## src/ata_wr_pkg.sv

```systemverilog
// Purpose: shared constants and types for the task-file write handler
// Assumes: 10 MHz clock, classic wishbone register access
// Notes: register offsets are byte addresses of 32-bit words
package ata_wr_pkg;
  // ******************************************
  // command codes
  // ******************************************
  localparam logic [7:0] CMD_QWR = 8'h61;
  localparam logic [7:0] CMD_BLK = 8'hc5;
  localparam logic [7:0] CMD_BLK48 = 8'h39;
  localparam logic [7:0] CMD_SEC = 8'h30;
  // ******************************************
  // timing
  // ******************************************
  localparam int T_BSY_NS = 400;
  localparam int CLK_KHZ = 10000;
  localparam int BSY_CYC = (T_BSY_NS * CLK_KHZ / 1000000 < 1) ? 1 :
                           T_BSY_NS * CLK_KHZ / 1000000;
  // ******************************************
  // register offsets
  // ******************************************
  localparam logic [7:0] A_CMD = 8'h00;
  localparam logic [7:0] A_DH = 8'h04;
  localparam logic [7:0] A_HI = 8'h08;
  localparam logic [7:0] A_MID = 8'h0c;
  localparam logic [7:0] A_LO = 8'h10;
  localparam logic [7:0] A_CNT = 8'h14;
  localparam logic [7:0] A_FEAT = 8'h18;
  localparam logic [7:0] A_DC = 8'h1c;
  localparam logic [7:0] A_STAT = 8'h20;
  localparam logic [7:0] A_ERR = 8'h24;
  localparam logic [7:0] A_CFG = 8'h28;
  localparam logic [7:0] A_DATA = 8'h2c;
  // ******************************************
  // field positions and values
  // ******************************************
  localparam int ST_BSY = 7;
  localparam int ST_DRQ = 3;
  localparam int ST_INT = 1;
  localparam int ST_ERR = 0;
  localparam int ER_ABRT = 2;
  localparam int ER_MED = 4;
  localparam int DH_FUA = 7;
  localparam int DH_LBA = 6;
  localparam int DC_HOB = 7;
  localparam int CF_EN = 8;
  localparam logic [7:0] BLK_MAX = 8'h01;
  localparam logic [7:0] SEC_LAST = 8'hff;
  localparam logic [16:0] N256 = 17'h00100;
  localparam logic [16:0] N65536 = 17'h10000;
  localparam logic [16:0] REM_ONE = 17'h00001;

  typedef enum logic [1:0] {
    S_IDLE = 2'b00,
    S_BSY = 2'b01,
    S_XFER = 2'b11,
    S_MEDIA = 2'b10
  } state_t;

  typedef struct packed {
    logic [47:0] lba;
    logic fua;
    logic [4:0] tag;
  } media_req_t;
endpackage

```

## src/ata_wr_handler.sv

```systemverilog
// Purpose: device-side task-file write command handler
// Assumes: one clock, media logic answers each sector with ack or err
// Notes: one data-port write carries one 16-bit word, 256 per sector
//
// Overview of operation
// - code 61h is a queued write, data flows host to device
// - forced unit access set: data committed to media before completion
// - forced unit access clear: completion may precede media commit
// - queued write: features hold count, zero is 65536; count holds tag
// - block write C5h asserts busy within 400 ns
// - block write interrupts once per block, data request at block start
// - count is in sectors; full blocks then one partial block
// - block write aborts if no block size or block writes disabled
// - error stops at failing sector; later blocks not transferred
// - on error address shows failing sector, count shows residual sectors
// - only block size one supported and reported to software
// - extended block write 39h needs LBA, 48-bit address, 16-bit count
// - high-order-byte select reaches upper byte of each 16-bit field
// - any task-file read or write clears high-order-byte select
// - extended error reports 48-bit address and 16-bit residual
// - sector write 30h moves 1 to 256 sectors, zero means 256
// - sector write: busy, then data request; no interrupt before data
// - per sector: busy set; next buffer ready: request and interrupt
// - after last sector busy holds until completion, then interrupt
// - failing sector address stays readable after multi-sector error
`timescale 1ns/1ns
`default_nettype none
module ata_wr_handler
  import ata_wr_pkg::*;
(
  input wire logic clk_i, // 10 MHz clock
  input wire logic rst_i, // sync reset, active high
  input wire logic [7:0] adr_i, // wishbone byte address
  input wire logic [31:0] dat_i, // wishbone write data
  output logic [31:0] dat_o, // wishbone read data
  input wire logic we_i, // wishbone write enable
  input wire logic [3:0] sel_i, // wishbone byte selects
  input wire logic cyc_i, // wishbone cycle
  input wire logic stb_i, // wishbone strobe
  output logic ack_o, // wishbone acknowledge
  output logic intrq_o, // ata interrupt request level
  output media_req_t media_req_o, // sector target for media
  output logic media_wr_o, // pulse: commit one sector
  input wire logic media_ack_i, // sector committed
  input wire logic media_err_i, // sector failed
  output logic [15:0] wd_o, // write data word to buffer
  output logic wd_vld_o // pulse: wd_o valid
);
  localparam int BSY_N = BSY_CYC;

  state_t st_q;
  logic ack_q, hob_q, men_q, bsy_q, drq_q, int_q, errf_q;
  logic fua_q, ok_q, ext_q, med_q;
  logic [31:0] dat_q, rdat;
  logic [7:0] dh_q, mult_q, err_q, blk_q, bcnt_q, wcnt_q, cmd_q;
  logic [15:0] hi_q, mid_q, lo_q, cnt_q, feat_q;
  logic [47:0] lba_q, n_lba;
  logic [16:0] rem_q, n_cnt;
  logic [7:0] n_blk;
  logic [4:0] tag_q;
  logic n_ok, n_ext, acc, wr, rd, tf, cmd_go, fin;
  logic [47:0] l48, l28;

  function automatic logic [15:0] wbyte(input logic [15:0] o, input logic [7:0] b,
                                        input logic h);
    wbyte = h ? {b, o[7:0]} : {o[15:8], b};
  endfunction

  function automatic logic [7:0] rbyte(input logic [15:0] v, input logic h);
    rbyte = h ? v[15:8] : v[7:0];
  endfunction

  // ******************************************
  // wishbone slave
  // ******************************************
  assign acc = cyc_i & stb_i & ~ack_q;
  assign wr = acc & we_i & sel_i[0];
  assign rd = acc & ~we_i;
  assign tf = acc && adr_i >= A_DH && adr_i <= A_FEAT;
  assign cmd_go = wr && adr_i == A_CMD && st_q == S_IDLE;
  assign ack_o = ack_q;
  assign dat_o = dat_q;
  assign intrq_o = int_q;
  assign media_req_o = '{lba: lba_q, fua: fua_q, tag: tag_q};

  always_comb begin
    rdat = '0;
    case (adr_i)
      A_DH: rdat[7:0] = dh_q;
      A_HI: rdat[7:0] = rbyte(hi_q, hob_q);
      A_MID: rdat[7:0] = rbyte(mid_q, hob_q);
      A_LO: rdat[7:0] = rbyte(lo_q, hob_q);
      A_CNT: rdat[7:0] = rbyte(cnt_q, hob_q);
      A_FEAT: rdat[7:0] = rbyte(feat_q, hob_q);
      A_DC: rdat[DC_HOB] = hob_q;
      A_STAT: begin
        rdat[ST_BSY] = bsy_q;
        rdat[ST_DRQ] = drq_q;
        rdat[ST_INT] = int_q;
        rdat[ST_ERR] = errf_q;
      end
      A_ERR: rdat[7:0] = err_q;
      A_CFG: rdat = {8'h00, BLK_MAX, 7'h00, men_q, mult_q};
      default: rdat = '0;
    endcase
  end

  always_ff @(posedge clk_i) begin
    if (rst_i) begin
      ack_q <= 1'b0;
      dat_q <= '0;
    end else begin
      ack_q <= acc;
      if (rd) begin
        dat_q <= rdat;
      end
    end
  end

  // ******************************************
  // command decode
  // ******************************************
  assign l48 = {hi_q[15:8], mid_q[15:8], lo_q[15:8], hi_q[7:0], mid_q[7:0], lo_q[7:0]};
  assign l28 = {20'h00000, dh_q[3:0], hi_q[7:0], mid_q[7:0], lo_q[7:0]};

  always_comb begin
    n_ok = 1'b0;
    n_ext = 1'b0;
    n_lba = l28;
    n_cnt = (cnt_q[7:0] == 8'h00) ? N256 : {9'h000, cnt_q[7:0]};
    n_blk = mult_q;
    case (dat_i[7:0])
      CMD_SEC: begin
        n_ok = 1'b1;
        n_blk = BLK_MAX;
      end
      CMD_BLK: n_ok = mult_q != 8'h00 && men_q;
      CMD_BLK48: begin
        n_ok = mult_q != 8'h00 && men_q && dh_q[DH_LBA];
        n_ext = 1'b1;
        n_lba = l48;
        n_cnt = (cnt_q == 16'h0000) ? N65536 : {1'b0, cnt_q};
      end
      CMD_QWR: begin
        n_ok = 1'b1;
        n_ext = 1'b1;
        n_lba = l48;
        n_cnt = (feat_q == 16'h0000) ? N65536 : {1'b0, feat_q};
        n_blk = 8'h00;
      end
      default: n_ok = 1'b0;
    endcase
  end

  // ******************************************
  // task file, control and config
  // ******************************************
  assign fin = st_q == S_MEDIA && (media_err_i || (media_ack_i && rem_q == REM_ONE));

  always_ff @(posedge clk_i) begin
    if (rst_i) begin
      dh_q <= '0;
      hi_q <= '0;
      mid_q <= '0;
      lo_q <= '0;
      cnt_q <= '0;
      feat_q <= '0;
      hob_q <= 1'b0;
      mult_q <= '0;
      men_q <= 1'b0;
    end else begin
      if (wr && st_q == S_IDLE) begin
        case (adr_i)
          A_DH: dh_q <= dat_i[7:0];
          A_HI: hi_q <= wbyte(hi_q, dat_i[7:0], hob_q);
          A_MID: mid_q <= wbyte(mid_q, dat_i[7:0], hob_q);
          A_LO: lo_q <= wbyte(lo_q, dat_i[7:0], hob_q);
          A_CNT: cnt_q <= wbyte(cnt_q, dat_i[7:0], hob_q);
          A_FEAT: feat_q <= wbyte(feat_q, dat_i[7:0], hob_q);
          A_CFG: begin
            if (dat_i[7:0] <= BLK_MAX) begin
              mult_q <= dat_i[7:0];
            end
            men_q <= dat_i[CF_EN];
          end
          default: ;
        endcase
      end
      if (wr && adr_i == A_DC) begin
        hob_q <= dat_i[DC_HOB];
      end else if (tf) begin
        hob_q <= 1'b0;
      end
      if (fin) begin
        // failing or last sector address, residual count
        lo_q[7:0] <= lba_q[7:0];
        mid_q[7:0] <= lba_q[15:8];
        hi_q[7:0] <= lba_q[23:16];
        cnt_q <= media_err_i ? rem_q[15:0] : 16'h0000;
        if (ext_q) begin
          lo_q[15:8] <= lba_q[31:24];
          mid_q[15:8] <= lba_q[39:32];
          hi_q[15:8] <= lba_q[47:40];
        end else begin
          dh_q[3:0] <= lba_q[27:24];
        end
      end
    end
  end

  // ******************************************
  // command sequencer
  // ******************************************
  always_ff @(posedge clk_i) begin
    if (rst_i) begin
      st_q <= S_IDLE;
      bsy_q <= 1'b0;
      drq_q <= 1'b0;
      int_q <= 1'b0;
      errf_q <= 1'b0;
      err_q <= '0;
      ok_q <= 1'b0;
      ext_q <= 1'b0;
      fua_q <= 1'b0;
      tag_q <= '0;
      cmd_q <= '0;
      lba_q <= '0;
      rem_q <= '0;
      blk_q <= '0;
      bcnt_q <= '0;
      wcnt_q <= '0;
      med_q <= 1'b0;
    end else begin
      med_q <= 1'b0;
      if (rd && adr_i == A_STAT) begin
        int_q <= 1'b0;
      end
      case (st_q)
        S_IDLE: begin
          if (cmd_go) begin
            st_q <= S_BSY;
            bsy_q <= 1'b1;
            int_q <= 1'b0;
            errf_q <= 1'b0;
            err_q <= '0;
            cmd_q <= dat_i[7:0];
            ok_q <= n_ok;
            ext_q <= n_ext;
            lba_q <= n_lba;
            rem_q <= n_cnt;
            blk_q <= n_blk;
            bcnt_q <= n_blk;
            wcnt_q <= '0;
            fua_q <= dat_i[7:0] == CMD_QWR && dh_q[DH_FUA];
            tag_q <= cnt_q[7:3];
          end
        end
        S_BSY: begin
          bsy_q <= 1'b0;
          if (ok_q) begin
            st_q <= S_XFER;
            drq_q <= 1'b1;
          end else begin
            st_q <= S_IDLE;
            errf_q <= 1'b1;
            err_q[ER_ABRT] <= 1'b1;
            int_q <= 1'b1;
          end
        end
        S_XFER: begin
          if (wr && adr_i == A_DATA) begin
            wcnt_q <= wcnt_q + 8'h01;
            if (wcnt_q == SEC_LAST) begin
              st_q <= S_MEDIA;
              bsy_q <= 1'b1;
              drq_q <= 1'b0;
              med_q <= 1'b1;
            end
          end
        end
        S_MEDIA: begin
          // fua makes media ack mean committed, else cache may ack
          if (media_err_i) begin
            st_q <= S_IDLE;
            bsy_q <= 1'b0;
            errf_q <= 1'b1;
            err_q[ER_MED] <= 1'b1;
            int_q <= 1'b1;
          end else if (media_ack_i) begin
            if (rem_q == REM_ONE) begin
              st_q <= S_IDLE;
              bsy_q <= 1'b0;
              int_q <= 1'b1;
            end else begin
              st_q <= S_XFER;
              bsy_q <= 1'b0;
              drq_q <= 1'b1;
              lba_q <= lba_q + 48'h1;
              rem_q <= rem_q - REM_ONE;
              if (blk_q != 8'h00 && bcnt_q == 8'h01) begin
                bcnt_q <= blk_q;
                int_q <= 1'b1;
              end else begin
                bcnt_q <= bcnt_q - 8'h01;
              end
            end
          end
        end
        default: st_q <= S_IDLE;
      endcase
    end
  end

  // ******************************************
  // buffer and media strobes
  // ******************************************
  assign media_wr_o = med_q;

  always_ff @(posedge clk_i) begin
    if (rst_i) begin
      wd_o <= '0;
      wd_vld_o <= 1'b0;
    end else begin
      wd_vld_o <= wr && adr_i == A_DATA && st_q == S_XFER;
      if (wr && adr_i == A_DATA && st_q == S_XFER) begin
        wd_o <= dat_i[15:0];
      end
    end
  end
endmodule
`default_nettype wire

```

## config.mk

```make
export PLATFORM = sky130hd
export DESIGN_NAME = ata_wr_handler
export DESIGN_NICKNAME = d
export VERILOG_FILES = /design/src/ata_wr_pkg.sv /design/src/ata_wr_handler.sv
export SDC_FILE = /design/constraint.sdc
export NUM_CORES = 1
export LEC_CHECK = 0
export BUFFER_PORTS_ARGS = -buffer_cell sky130_fd_sc_hd__buf_4
export CORE_MARGIN = 2
export CORE_UTILIZATION = 30
export DETAILED_ROUTE_END_ITERATION = 8
export PLACE_DENSITY_LB_ADDON = 0.05
export RECOVER_POWER = 50
export SLEW_MARGIN = 5
export SYNTH_ARGS = -nofsm -noshare
export SYNTH_HDL_FRONTEND = slang
export SYNTH_SLANG_ARGS = --single-unit
```

## constraint.sdc

```tcl
create_clock -name clk_i -period 2.4 [get_ports clk_i]
set_input_delay 0.12 -clock clk_i [delete_from_list [all_inputs] [get_ports clk_i]]
set_output_delay 0.12 -clock clk_i [all_outputs]
set_load 0.02 [all_outputs]
```

==> flow_metrics.py, run 1 <==
metrics = {
    "synth": {
        "yosysSeqAreaShare_pct": 34.9,
        "syn_area_per_cell_um2": 7.98,
        "yosys_warnings": 0,
        "ys_seq_elements": 232,
        "netlist_area_um2": 13300,
        "synth_edf_count": 0,
        "synth_cell_types": 89,
        "async_flop_share_pct": 0,
        "synth_cells": 1669,
        "synth-main-ff-cell": "dfxtp_1",
    },
    "drt": {
        "wirelength_um": 64300,
        "ant_nets": 0,
        "drt_pass1_iterations": 6,
        "drc": 0,
        "drt_iter0_drc": 1491,
        "routedWlPerCell_um": 25.2,
        "vias_per_cell": 5.70,
        "vias": 14500,
    },
    "global_routing": {
        "grt_max_degree": 96,
        "grt_pass1_vias": 13700,
        "grt_pass1_wl_um": 94500,
        "antenna_found_initial": 1,
        "grt.overflow.total": 0,
        "globalRouteTotalUtil_pct": 27.1,
    },
    "timing": {
        "hold_viol_final": 0,
        "period_needed_ps": 2320,
        "skew_ps": 19.9,
        "tns_ps": 0,
        "worstMarginPinSlew_ps": 672,
        "slew_headroom_pct": 54.1,
        "max_freq_mhz": 430,
        "holdWs_ps": 23.1,
        "fin_crit_sh_pct": 96.8,
        "maxSlewViolCount": 0,
        "rsz0062_at_grt": "true",
        "finalSetupViolations": 0,
    },
    "floorplanning": {
        "dieArea_um2": 46100,
        "coreArea_um2": 44000,
        "pin_count": 157,
        "die_w_um": 215,
        "start_util_pct": 30.3,
        "row_count": 77,
        "die_h_um": 215,
    },
    "status": {
        "outcome": "finished, final reports clean",
    },
    "critical_path": {
        "crit_family": "simple AND/OR/NAND/NOR gates",
        "worst_ep_required_time_ps": 2860,
        "worst_path_largest_cell_delay_ps": 490,
        "end_kind": "flop",
        "crit_chain": "or3_4 > or4_4 > o21ai_4 > buf_12 > a21oi_4 > buf_4 > a2111oi_2",
        "critPathBufInv": 2,
        "critPathMaxFanout": 14,
        "cp_slowest_cell": "or4_4",
        "cp.depth": 7,
        "crit_type": "flop to flop",
        "start_kind": "flop",
        "reg2reg_depth": 7,
        "critPathArrivalTime_ps": 2790,
    },
    "placement": {
        "dp_cells": 2478,
        "gp_congestion": 0.939,
        "dpl_cell_area_um2": 16300,
        "dpl.hpwl_um": 48100,
        "port-buffer-count": 115,
    },
    "cts": {
        "path_clk_slew_ps": 60,
        "root_buffer": "clkbuf_16",
        "cts_buffers": 29,
        "clkLatencyLatePin_ps": 580,
        "cts_tree": "yes",
        "cts_sinks": 232,
        "htree_levels": 1,
        "cts_buffer_depth": 3,
    },
    "power": {
        "seq_power_share_pct": 41.8,
        "p_leak_nw": 6.28,
        "switching_power_mw": 2.29,
        "internal-power_mw": 6.97,
        "vdd_drop_max_uv": 529,
        "p_per_area_nw_per_um2": 539,
        "pwr-share-comb_pct": 6.3,
        "swShare_pct": 24.7,
        "pwr-share-clk_pct": 51.9,
    },
    "finish": {
        "num-fill-cells": 4661,
        "drive_gt1_share_pct": 18.9,
        "final_core_util_pct": 39.0,
        "syn_to_final_growth_pct": 29.0,
        "final_common_cell": "buf_4",
        "finalNonFillerCells": 2548,
        "most-common-layout-cells": "237 x buf_4, 231 x dfxtp_1, 189 x nor2_1, 171 x nand2_1, 115 x a21oi_1",
        "n_antenna_cell": 0,
        "final_area_um2": 17200,
        "fin_nets": 1997,
    },
    "hold_path": {
        "min_path_type": "input port to flop",
        "whs_path_depth": 4,
    },
    "flow_run": {
        "maxCapViolCount": 0,
    },
}
-- layout make-up --
| cell class | count | area, µm² | area share [%] |
|---|---|---|---|
| Multi-Input combinational cell | 1288 | 8090 | 47.1 |
| Sequential cell | 232 | 4650 | 27.0 |
| Timing Repair Buffer | 361 | 2600 | 15.1 |
| Clock buffer | 38 | 820 | 4.77 |
| Tap cell | 592 | 741 | 4.31 |
| Clock inverter | 14 | 201 | 1.17 |
| Inverter | 23 | 86.3 | 0.502 |
-- routing by layer --
layer	up-vias	wire length [µm]	global-route usage, %
li1	6728	-	-
met1	7130	30300	39.9
met2	588	27600	41.1
met3	83	4870	3.95
met4	0	1560	6.88
met5	-	0	0
-- registers in the layout, summed over array words and instances, names as in the netlist, 2 cells and up --
signal  cells
bcnt_q      8
blk_q       8
cnt_q      16
dat_o      10
dh_q        8
err_q       2
feat_q     16
hi_q       16
lba_q      48
lo_q       16
mid_q      16
mult_q      8
rem_q      17
st_q        2
tag_q       5
wcnt_q      8
wd_o       16
-- worst reg2reg max path: cells and delay by family, from the launching register on --
kind / cells / cell delay [ps]
buffers and inverters: 2 / 410
DFF: 1 / 310
and+or+nand+nor: 2 / 890
AOI/OAI and AO/OA: 3 / 610
-- Yosys cell counts (15+ instances only) --
library cell  instances  area share (%)
a211oi_1             66             3.7
a21oi_1             115             4.3
a221oi_1             29             1.9
a22oi_1              21             1.2
a31oi_1              24             1.1
and2_1               19            0.89
and3_1               17            0.80
buf_2                23            0.86
buf_4                27             1.5
clkbuf_1             86             2.4
dfxtp_1             232              35
inv_1                22            0.62
mux2i_1             102             7.7
nand2_1             172             4.8
nand2b_1             18            0.85
nand3_1              57             2.1
nand4_1              27             1.3
nor2_1              190             5.4
nor3_1               70             2.6
nor4_1               28             1.3
o211ai_1             15            0.85
o21ai_0              66             2.5
-- through the flow --
step / setup WS [ps] / total power [mW]
finish: 76.5 / 9.26
global route: -16.2 / 9.52
CTS: 28.0 / 9.36
detailed placement: -444 / 4.52
global placement: -512 / 4.52
floorplan: 24.2 / 4.26
-- kinds of logic (layout without fill, tap and decap cells) --
logic type / after synthesis / after routing / synth area share (%)
AOI/OAI and AO/OA: 442 / 442 / 22.7
xor gates and xnor gates: 12 / 12 / 0.789
adders and majority gates: 11 / 11 / 1.03
buffers and inverters: 170 / 436 / 5.82
DFF: 232 / 232 / 34.9
muxes: 109 / 109 / 8.34
other: 1 / 22 / 0.0282
and+or+nand+nor: 692 / 692 / 26.4
-- power groups by stage --
stage | clock network (mW) | logic (mW) | registers, mW
2_1_floorplan | 0 | 0.300 | 3.96
3_3_place_gp | 0 | 0.562 | 3.96
3_5_place_dp | 0 | 0.561 | 3.96
4_1_cts | 4.90 | 0.584 | 3.87
5_1_grt | 5.03 | 0.612 | 3.87
6_report | 4.80 | 0.584 | 3.88
-- repair_timing --
item | 4_1_cts | 5_1_grt
gates resized for setup | 4 | 15
endpoints found under the setup margin | 3 | 40
gates cloned | 0 | 0
endpoints found under the hold margin | 45 | 0
pin swaps | 0 | 1
hold buffers | 17 | 0
buffers inserted | 0 | 1
-- final timing paths --
kind	startpoint	endpoint	slack [ps]
min reg2reg	wd_o[13]	wd_o[13]	450
max	rem_q[6]	lba_q[10]	80
min	dat_i[5]	feat_q[5]	20
max reg2reg	rem_q[6]	lba_q[10]	80
(Power assumes the default switching activity.)
==> run 2: changes to the inputs <==
ABC_AREA = 1   (was unset)
CAP_MARGIN = 40   (was unset)
CORE_UTILIZATION = 40   (was 30)
==> run 2 against run 1 <==
Compared with the run above:
- clock skew fell by 2.0 ps
- die area fell by 16%
- cell count rose by 23%
- synthesized cell count rose by 51%
- utilization rose by 7.5 points
==> flow_metrics.py, run 2 <==
metrics = {
    "power": {
        "p_per_area_nw_per_um2": 510,
        "vdd_drop_max_uv": 492,
        "p_total_mw": 8.67,
        "p_leak_nw": 7.21,
    },
    "placement": {
        "dp_cells": 3054,
        "dpl.hpwl_um": 42000,
        "dpl_cell_area_um2": 16200,
        "port-buffer-count": 115,
        "gp_congestion": 0.981,
    },
    "synth": {
        "synth_top_area_cell": "dfxtp_1",
        "synthTopCellsByCount": "734 x nand2_1, 516 x nor2_1, 232 x dfxtp_1",
        "syn_area_per_cell_um2": 5.87,
        "synth_edf_count": 0,
        "synth_cell_types": 48,
        "ys_seq_elements": 232,
        "synth-main-ff-cell": "dfxtp_1",
        "synth_cells": 2521,
        "yosysSeqAreaShare_pct": 31.4,
        "synth_area_leaders": "dfxtp_1 31%, nand2_1 19%, nor2_1 13%",
        "yosysMostFrequentCell": "nand2_1",
        "yosys_warnings": 0,
        "async_flop_share_pct": 0,
        "yosysTopAreaCellShare_pct": 31.4,
        "netlist_area_um2": 14800,
    },
    "global_routing": {
        "globalRouteTotalUtil_pct": 29.4,
        "antenna_found_initial": 0,
        "grt_max_degree": 86,
        "grt.overflow.total": 0,
        "grt_pass1_wl_um": 88100,
        "grt_pass1_vias": 15100,
    },
    "drt": {
        "drt_iter0_drc": 1314,
        "routedWlPerCell_um": 18.2,
        "drt_pass1_iterations": 6,
        "ant_nets": 0,
        "drc": 0,
        "wirelength_um": 56900,
        "vias": 16200,
        "vias_per_cell": 5.19,
    },
    "cts": {
        "clkLatencyLatePin_ps": 580,
        "htree_levels": 1,
        "cts_setup_buffers": 0,
        "cts_buffer_depth": 3,
        "cts_tree": "yes",
        "root_buffer": "clkbuf_16",
        "post_cts_resized": 0,
        "hold_buffers": 22,
        "cts_sinks": 232,
        "path_clk_slew_ps": 60,
        "cts_buffers": 29,
    },
    "timing": {
        "rsz0062_at_grt": "false",
        "max_freq_mhz": 447,
        "finalSetupViolations": 0,
        "hold_viol_final": 0,
        "holdWs_ps": 59.9,
        "fin_crit_sh_pct": 93.1,
        "maxSlewViolCount": 0,
        "worstMarginPinSlew_ps": 801,
        "slew_headroom_pct": 46.6,
        "tns_ps": 0,
        "period_needed_ps": 2240,
        "skew_ps": 17.9,
    },
    "hold_path": {
        "min_path_type": "input port to flop",
        "worstHoldStart": "media_ack_i",
    },
    "finish": {
        "largest_reg_flops": 48,
        "multi_input_area_um2": 8690,
        "finalNonFillerCells": 3127,
        "regArea_um2": 4650,
        "n_antenna_cell": 0,
        "fin_nets": 2701,
        "num-fill-cells": 4007,
        "drive_gt1_share_pct": 7.56,
        "most-common-layout-cells": "734 x nand2_1, 518 x nor2_1, 231 x dfxtp_1, 216 x o21ai_0, 206 x inv_1",
        "final_area_um2": 17000,
        "syn_to_final_growth_pct": 14.7,
        "final_common_cell": "nand2_1",
        "largestRegisters": "lba_q x48, rem_q x17",
        "top_register": "lba_q",
    },
    "critical_path": {
        "critPathArrivalTime_ps": 2720,
        "worstSetupStartpoint": "ack_o",
        "worst_ep_required_time_ps": 2880,
        "worstReg2RegStart": "ack_o",
        "start_kind": "flop",
        "critPathMaxFanout": 61,
        "end_kind": "flop",
        "crit_type": "flop to flop",
    },
    "floorplanning": {
        "die_h_um": 196,
        "die_w_um": 196,
        "dieArea_um2": 38600,
        "coreArea_um2": 36500,
        "pin_count": 157,
        "start_util_pct": 40.5,
        "row_count": 70,
    },
    "flow_run": {
        "maxCapViolCount": 0,
    },
    "status": {
        "outcome": "finished, final reports clean",
    },
}
[run 2: final cells by class]
cell class              instances  area share [%]
clock buffers                  39            4.73
repair buffers                194            7.78
inverters                     221            4.90
multi-input cells            1961            51.1
flip-flops and latches        232            27.3
well taps                     468            3.45
clock inverters                12           0.663
[run 2: layer usage]
metal  vias to the layer above  part of all wire (%)  GRT usage, %  wire, µm
met5                         -                     0             0         0
met3                       109                   5.5          2.86      3150
met4                         0                   4.1          10.8      2310
li1                       8179                     -             -         -
met2                       547                    46          49.3     26000
met1                      7389                    45          39.3     25500
[run 2: cells by family (layout without fill, tap and decap cells)]
kind of cell               Yosys count  count (layout)  share of synthesized area [%]
adders and majority gates           11              11                          0.929
DFF                                232             232                           31.4
buffers and inverters              349             466                           10.5
and+or+nand+nor                   1541            1541                           43.2
xor gates and xnor gates            14              14                          0.828
other                                1              22                         0.0253
AOI/OAI and AO/OA                  373             373                           13.2
[run 2: path summary, 6_finish.rpt]
| path | end | slack [ps] | cells past startpoint |
|---|---|---|---|
| max | lba_q[33] | 160 | 12 |
| min | st_q[0] | 60 | 4 |
| max reg2reg | lba_q[33] | 160 | 12 |
| min reg2reg | dat_o[4] | 470 | 2 |
[run 2: metrics by stage]
step                utilization (%)  setup slack (ps)
floorplan                         -               573
CTS                            47.5               246
global route                   46.5              22.9
finish                         46.5               164
global placement               44.3               284
detailed placement             44.4               273
[run 2: worst max-delay path, cell delays in order, from the launching register on]
cell and delay (ps):
dfxtp_1 320, inv_1 70, nand3_2 100, nor2_4 160, nand2_1 90, nor2_1 340, nor2_1 150, buf_4 180
a21oi_4 130, buf_12 300, nand3_1 130, nand2_1 100, inv_1 40
[run 2: where the power goes]
part | internal, mW | switching (mW) | leakage (nW)
Combinational | 0.128 | 0.295 | 4.88
Clock | 2.54 | 1.84 | 0.457
Sequential | 3.86 | 0.00768 | 1.87
Total | 6.52 | 2.14 | 7.21
==> run 3: changes to the inputs <==
CORE_UTILIZATION = 60   (was 40)
==> run 3 against run 2 <==
Compared with the run above:
- highest routed layer unchanged
- largest cell class unchanged
- cell count shrank 4.8%
- register-to-register slack gained 20 ps
- via count grew 3.8%
==> flow_metrics.py, run 3 (same netlist as run 2, synthesis figures left out) <==
metrics = {
    "global_routing": {
        "grt_pass1_vias": 15400,
        "met1_usage_pct": 49.7,
        "gr-usage-met2_pct": 63.1,
        "grt.overflow.total": 0,
        "grt_max_degree": 84,
        "grtUsageMet3_pct": 5.08,
        "grt_pass1_wl_um": 80900,
        "busiest_layer": "met2",
        "antenna_found_initial": 0,
        "globalRouteTotalUtil_pct": 39.0,
    },
    "finish": {
        "top_register": "lba_q",
        "largestRegisters": "lba_q x48, rem_q x17",
        "most-common-layout-cells": "734 x nand2_1, 516 x nor2_1, 231 x dfxtp_1, 216 x o21ai_0, 208 x inv_1",
        "regArea_um2": 4650,
        "syn_to_final_growth_pct": 12.8,
        "drive_gt1_share_pct": 7.61,
        "final_common_cell": "nand2_1",
        "n_antenna_cell": 0,
        "largest_reg_flops": 48,
        "fin_nets": 2694,
        "num-fill-cells": 2257,
        "multi_input_area_um2": 8700,
    },
    "timing": {
        "worstMarginPinSlew_ps": 862,
        "rsz0062_at_grt": "false",
        "tns_ps": 0,
        "maxSlewViolCount": 0,
        "period_needed_ps": 2220,
        "fin_crit_sh_pct": 92.5,
        "hold_viol_final": 0,
        "fin_ws_ps": 181,
        "max_freq_mhz": 451,
        "finalSetupViolations": 0,
        "skew_ps": 15.2,
        "slew_headroom_pct": 42.5,
    },
    "flow_run": {
        "maxCapViolCount": 0,
    },
    "power": {
        "p_per_area_nw_per_um2": 514,
        "p_total_mw": 8.59,
        "vdd_drop_max_uv": 531,
        "p_leak_nw": 7.17,
    },
    "floorplanning": {
        "die_w_um": 161,
        "die_h_um": 161,
        "pin_count": 157,
        "dieArea_um2": 26000,
        "row_count": 57,
        "coreArea_um2": 24200,
        "start_util_pct": 61.1,
    },
    "critical_path": {
        "critPathArrivalTime_ps": 2670,
        "crit_chain": "ha_1 > nand3_1 > inv_1 > nand2_1 > nor2_1 > nand3_1 > nand3_1 > o21ai_0 > nor2_1 > nor2_1",
        "crit_type": "flop to flop",
        "cp_slowest_cell": "dfxtp_1",
        "worst_path_largest_cell_delay_ps": 480,
        "crit_family": "simple AND/OR/NAND/NOR gates",
        "worst_ep_required_time_ps": 2850,
        "critPathBufInv": 1,
        "critPathMaxFanout": 7,
        "start_kind": "flop",
        "end_kind": "flop",
    },
    "cts": {
        "cts_sinks": 232,
        "cts_tree": "yes",
        "root_buffer": "clkbuf_16",
        "path_clk_slew_ps": 60,
        "cts_buffers": 27,
        "htree_levels": 1,
        "clkLatencyLatePin_ps": 560,
        "cts_buffer_depth": 3,
    },
    "placement": {
        "dpl.hpwl_um": 37800,
        "port-buffer-count": 115,
        "gp_congestion": 0.959,
        "dp_slack_ps": 228,
    },
    "drt": {
        "drc": 0,
        "wirelength_um": 52100,
        "vias": 16800,
        "drt_iter0_drc": 1981,
        "ant_nets": 0,
        "drt_pass1_iterations": 7,
        "routedWlPerCell_um": 17.5,
        "vias_per_cell": 5.66,
    },
    "status": {
        "outcome": "finished, final reports clean",
    },
    "hold_path": {
        "min_path_type": "input port to flop",
    },
}
-- run 3: repair_timing --
item,in CTS,in global routing
setup endpoints to repair,0,28
gates resized for setup,0,0
hold endpoints to repair,28,0
setup buffers,0,0
hold buffers,18,0
-- run 3: path summary, 6_finish.rpt --
path | start | to | slack, ps | cells past startpoint
max | lba_q[0] | lba_q[20] | 180 | 10
min | stb_i | hob_q | 30 | 5
max reg2reg | lba_q[0] | lba_q[20] | 180 | 10
min reg2reg | dat_o[6] | dat_o[6] | 470 | 2
-- run 3: area by class of cell --
class	count	share of cell area, %
clock buffer	39	4.85
clock inverter	11	0.674
inverter	221	4.98
multi-input combinational	1962	52.1
sequential	232	27.8
tap	324	2.43
timing repair buffer	188	7.19
-- run 3: power breakdown --
group	switching [mW]	internal, mW
sequential	0.00760	3.86
combinational	0.287	0.125
clock	1.76	2.55
total	2.05	6.54
-- run 3: worst min-delay path, stage by stage --
cell and delay [ps]:
buf_4 120, nand3_2 100, nor2_4 60, nand3_1 80
a21oi_1 70
-- run 3: per-layer routing --
metal / part of all wire, % / up-vias
met2: 44 / 961
met5: 0 / -
met1: 39 / 7522
li1: - / 8159
met4: 7.1 / 0
met3: 9.6 / 194
-- run 3: through the flow --
step                      instance area, µm²  std cells  util (%)  hold WS [ps]
after detailed placement               15900       2908      65.7           349
after global placement                 15900       2908      65.7           341
after floorplan                        14900       2542         -           255
final                                  16700       2977      68.9          25.5
after global routing                   16700       2977      68.9          47.4
after CTS                              17000       2976      70.2          6.87
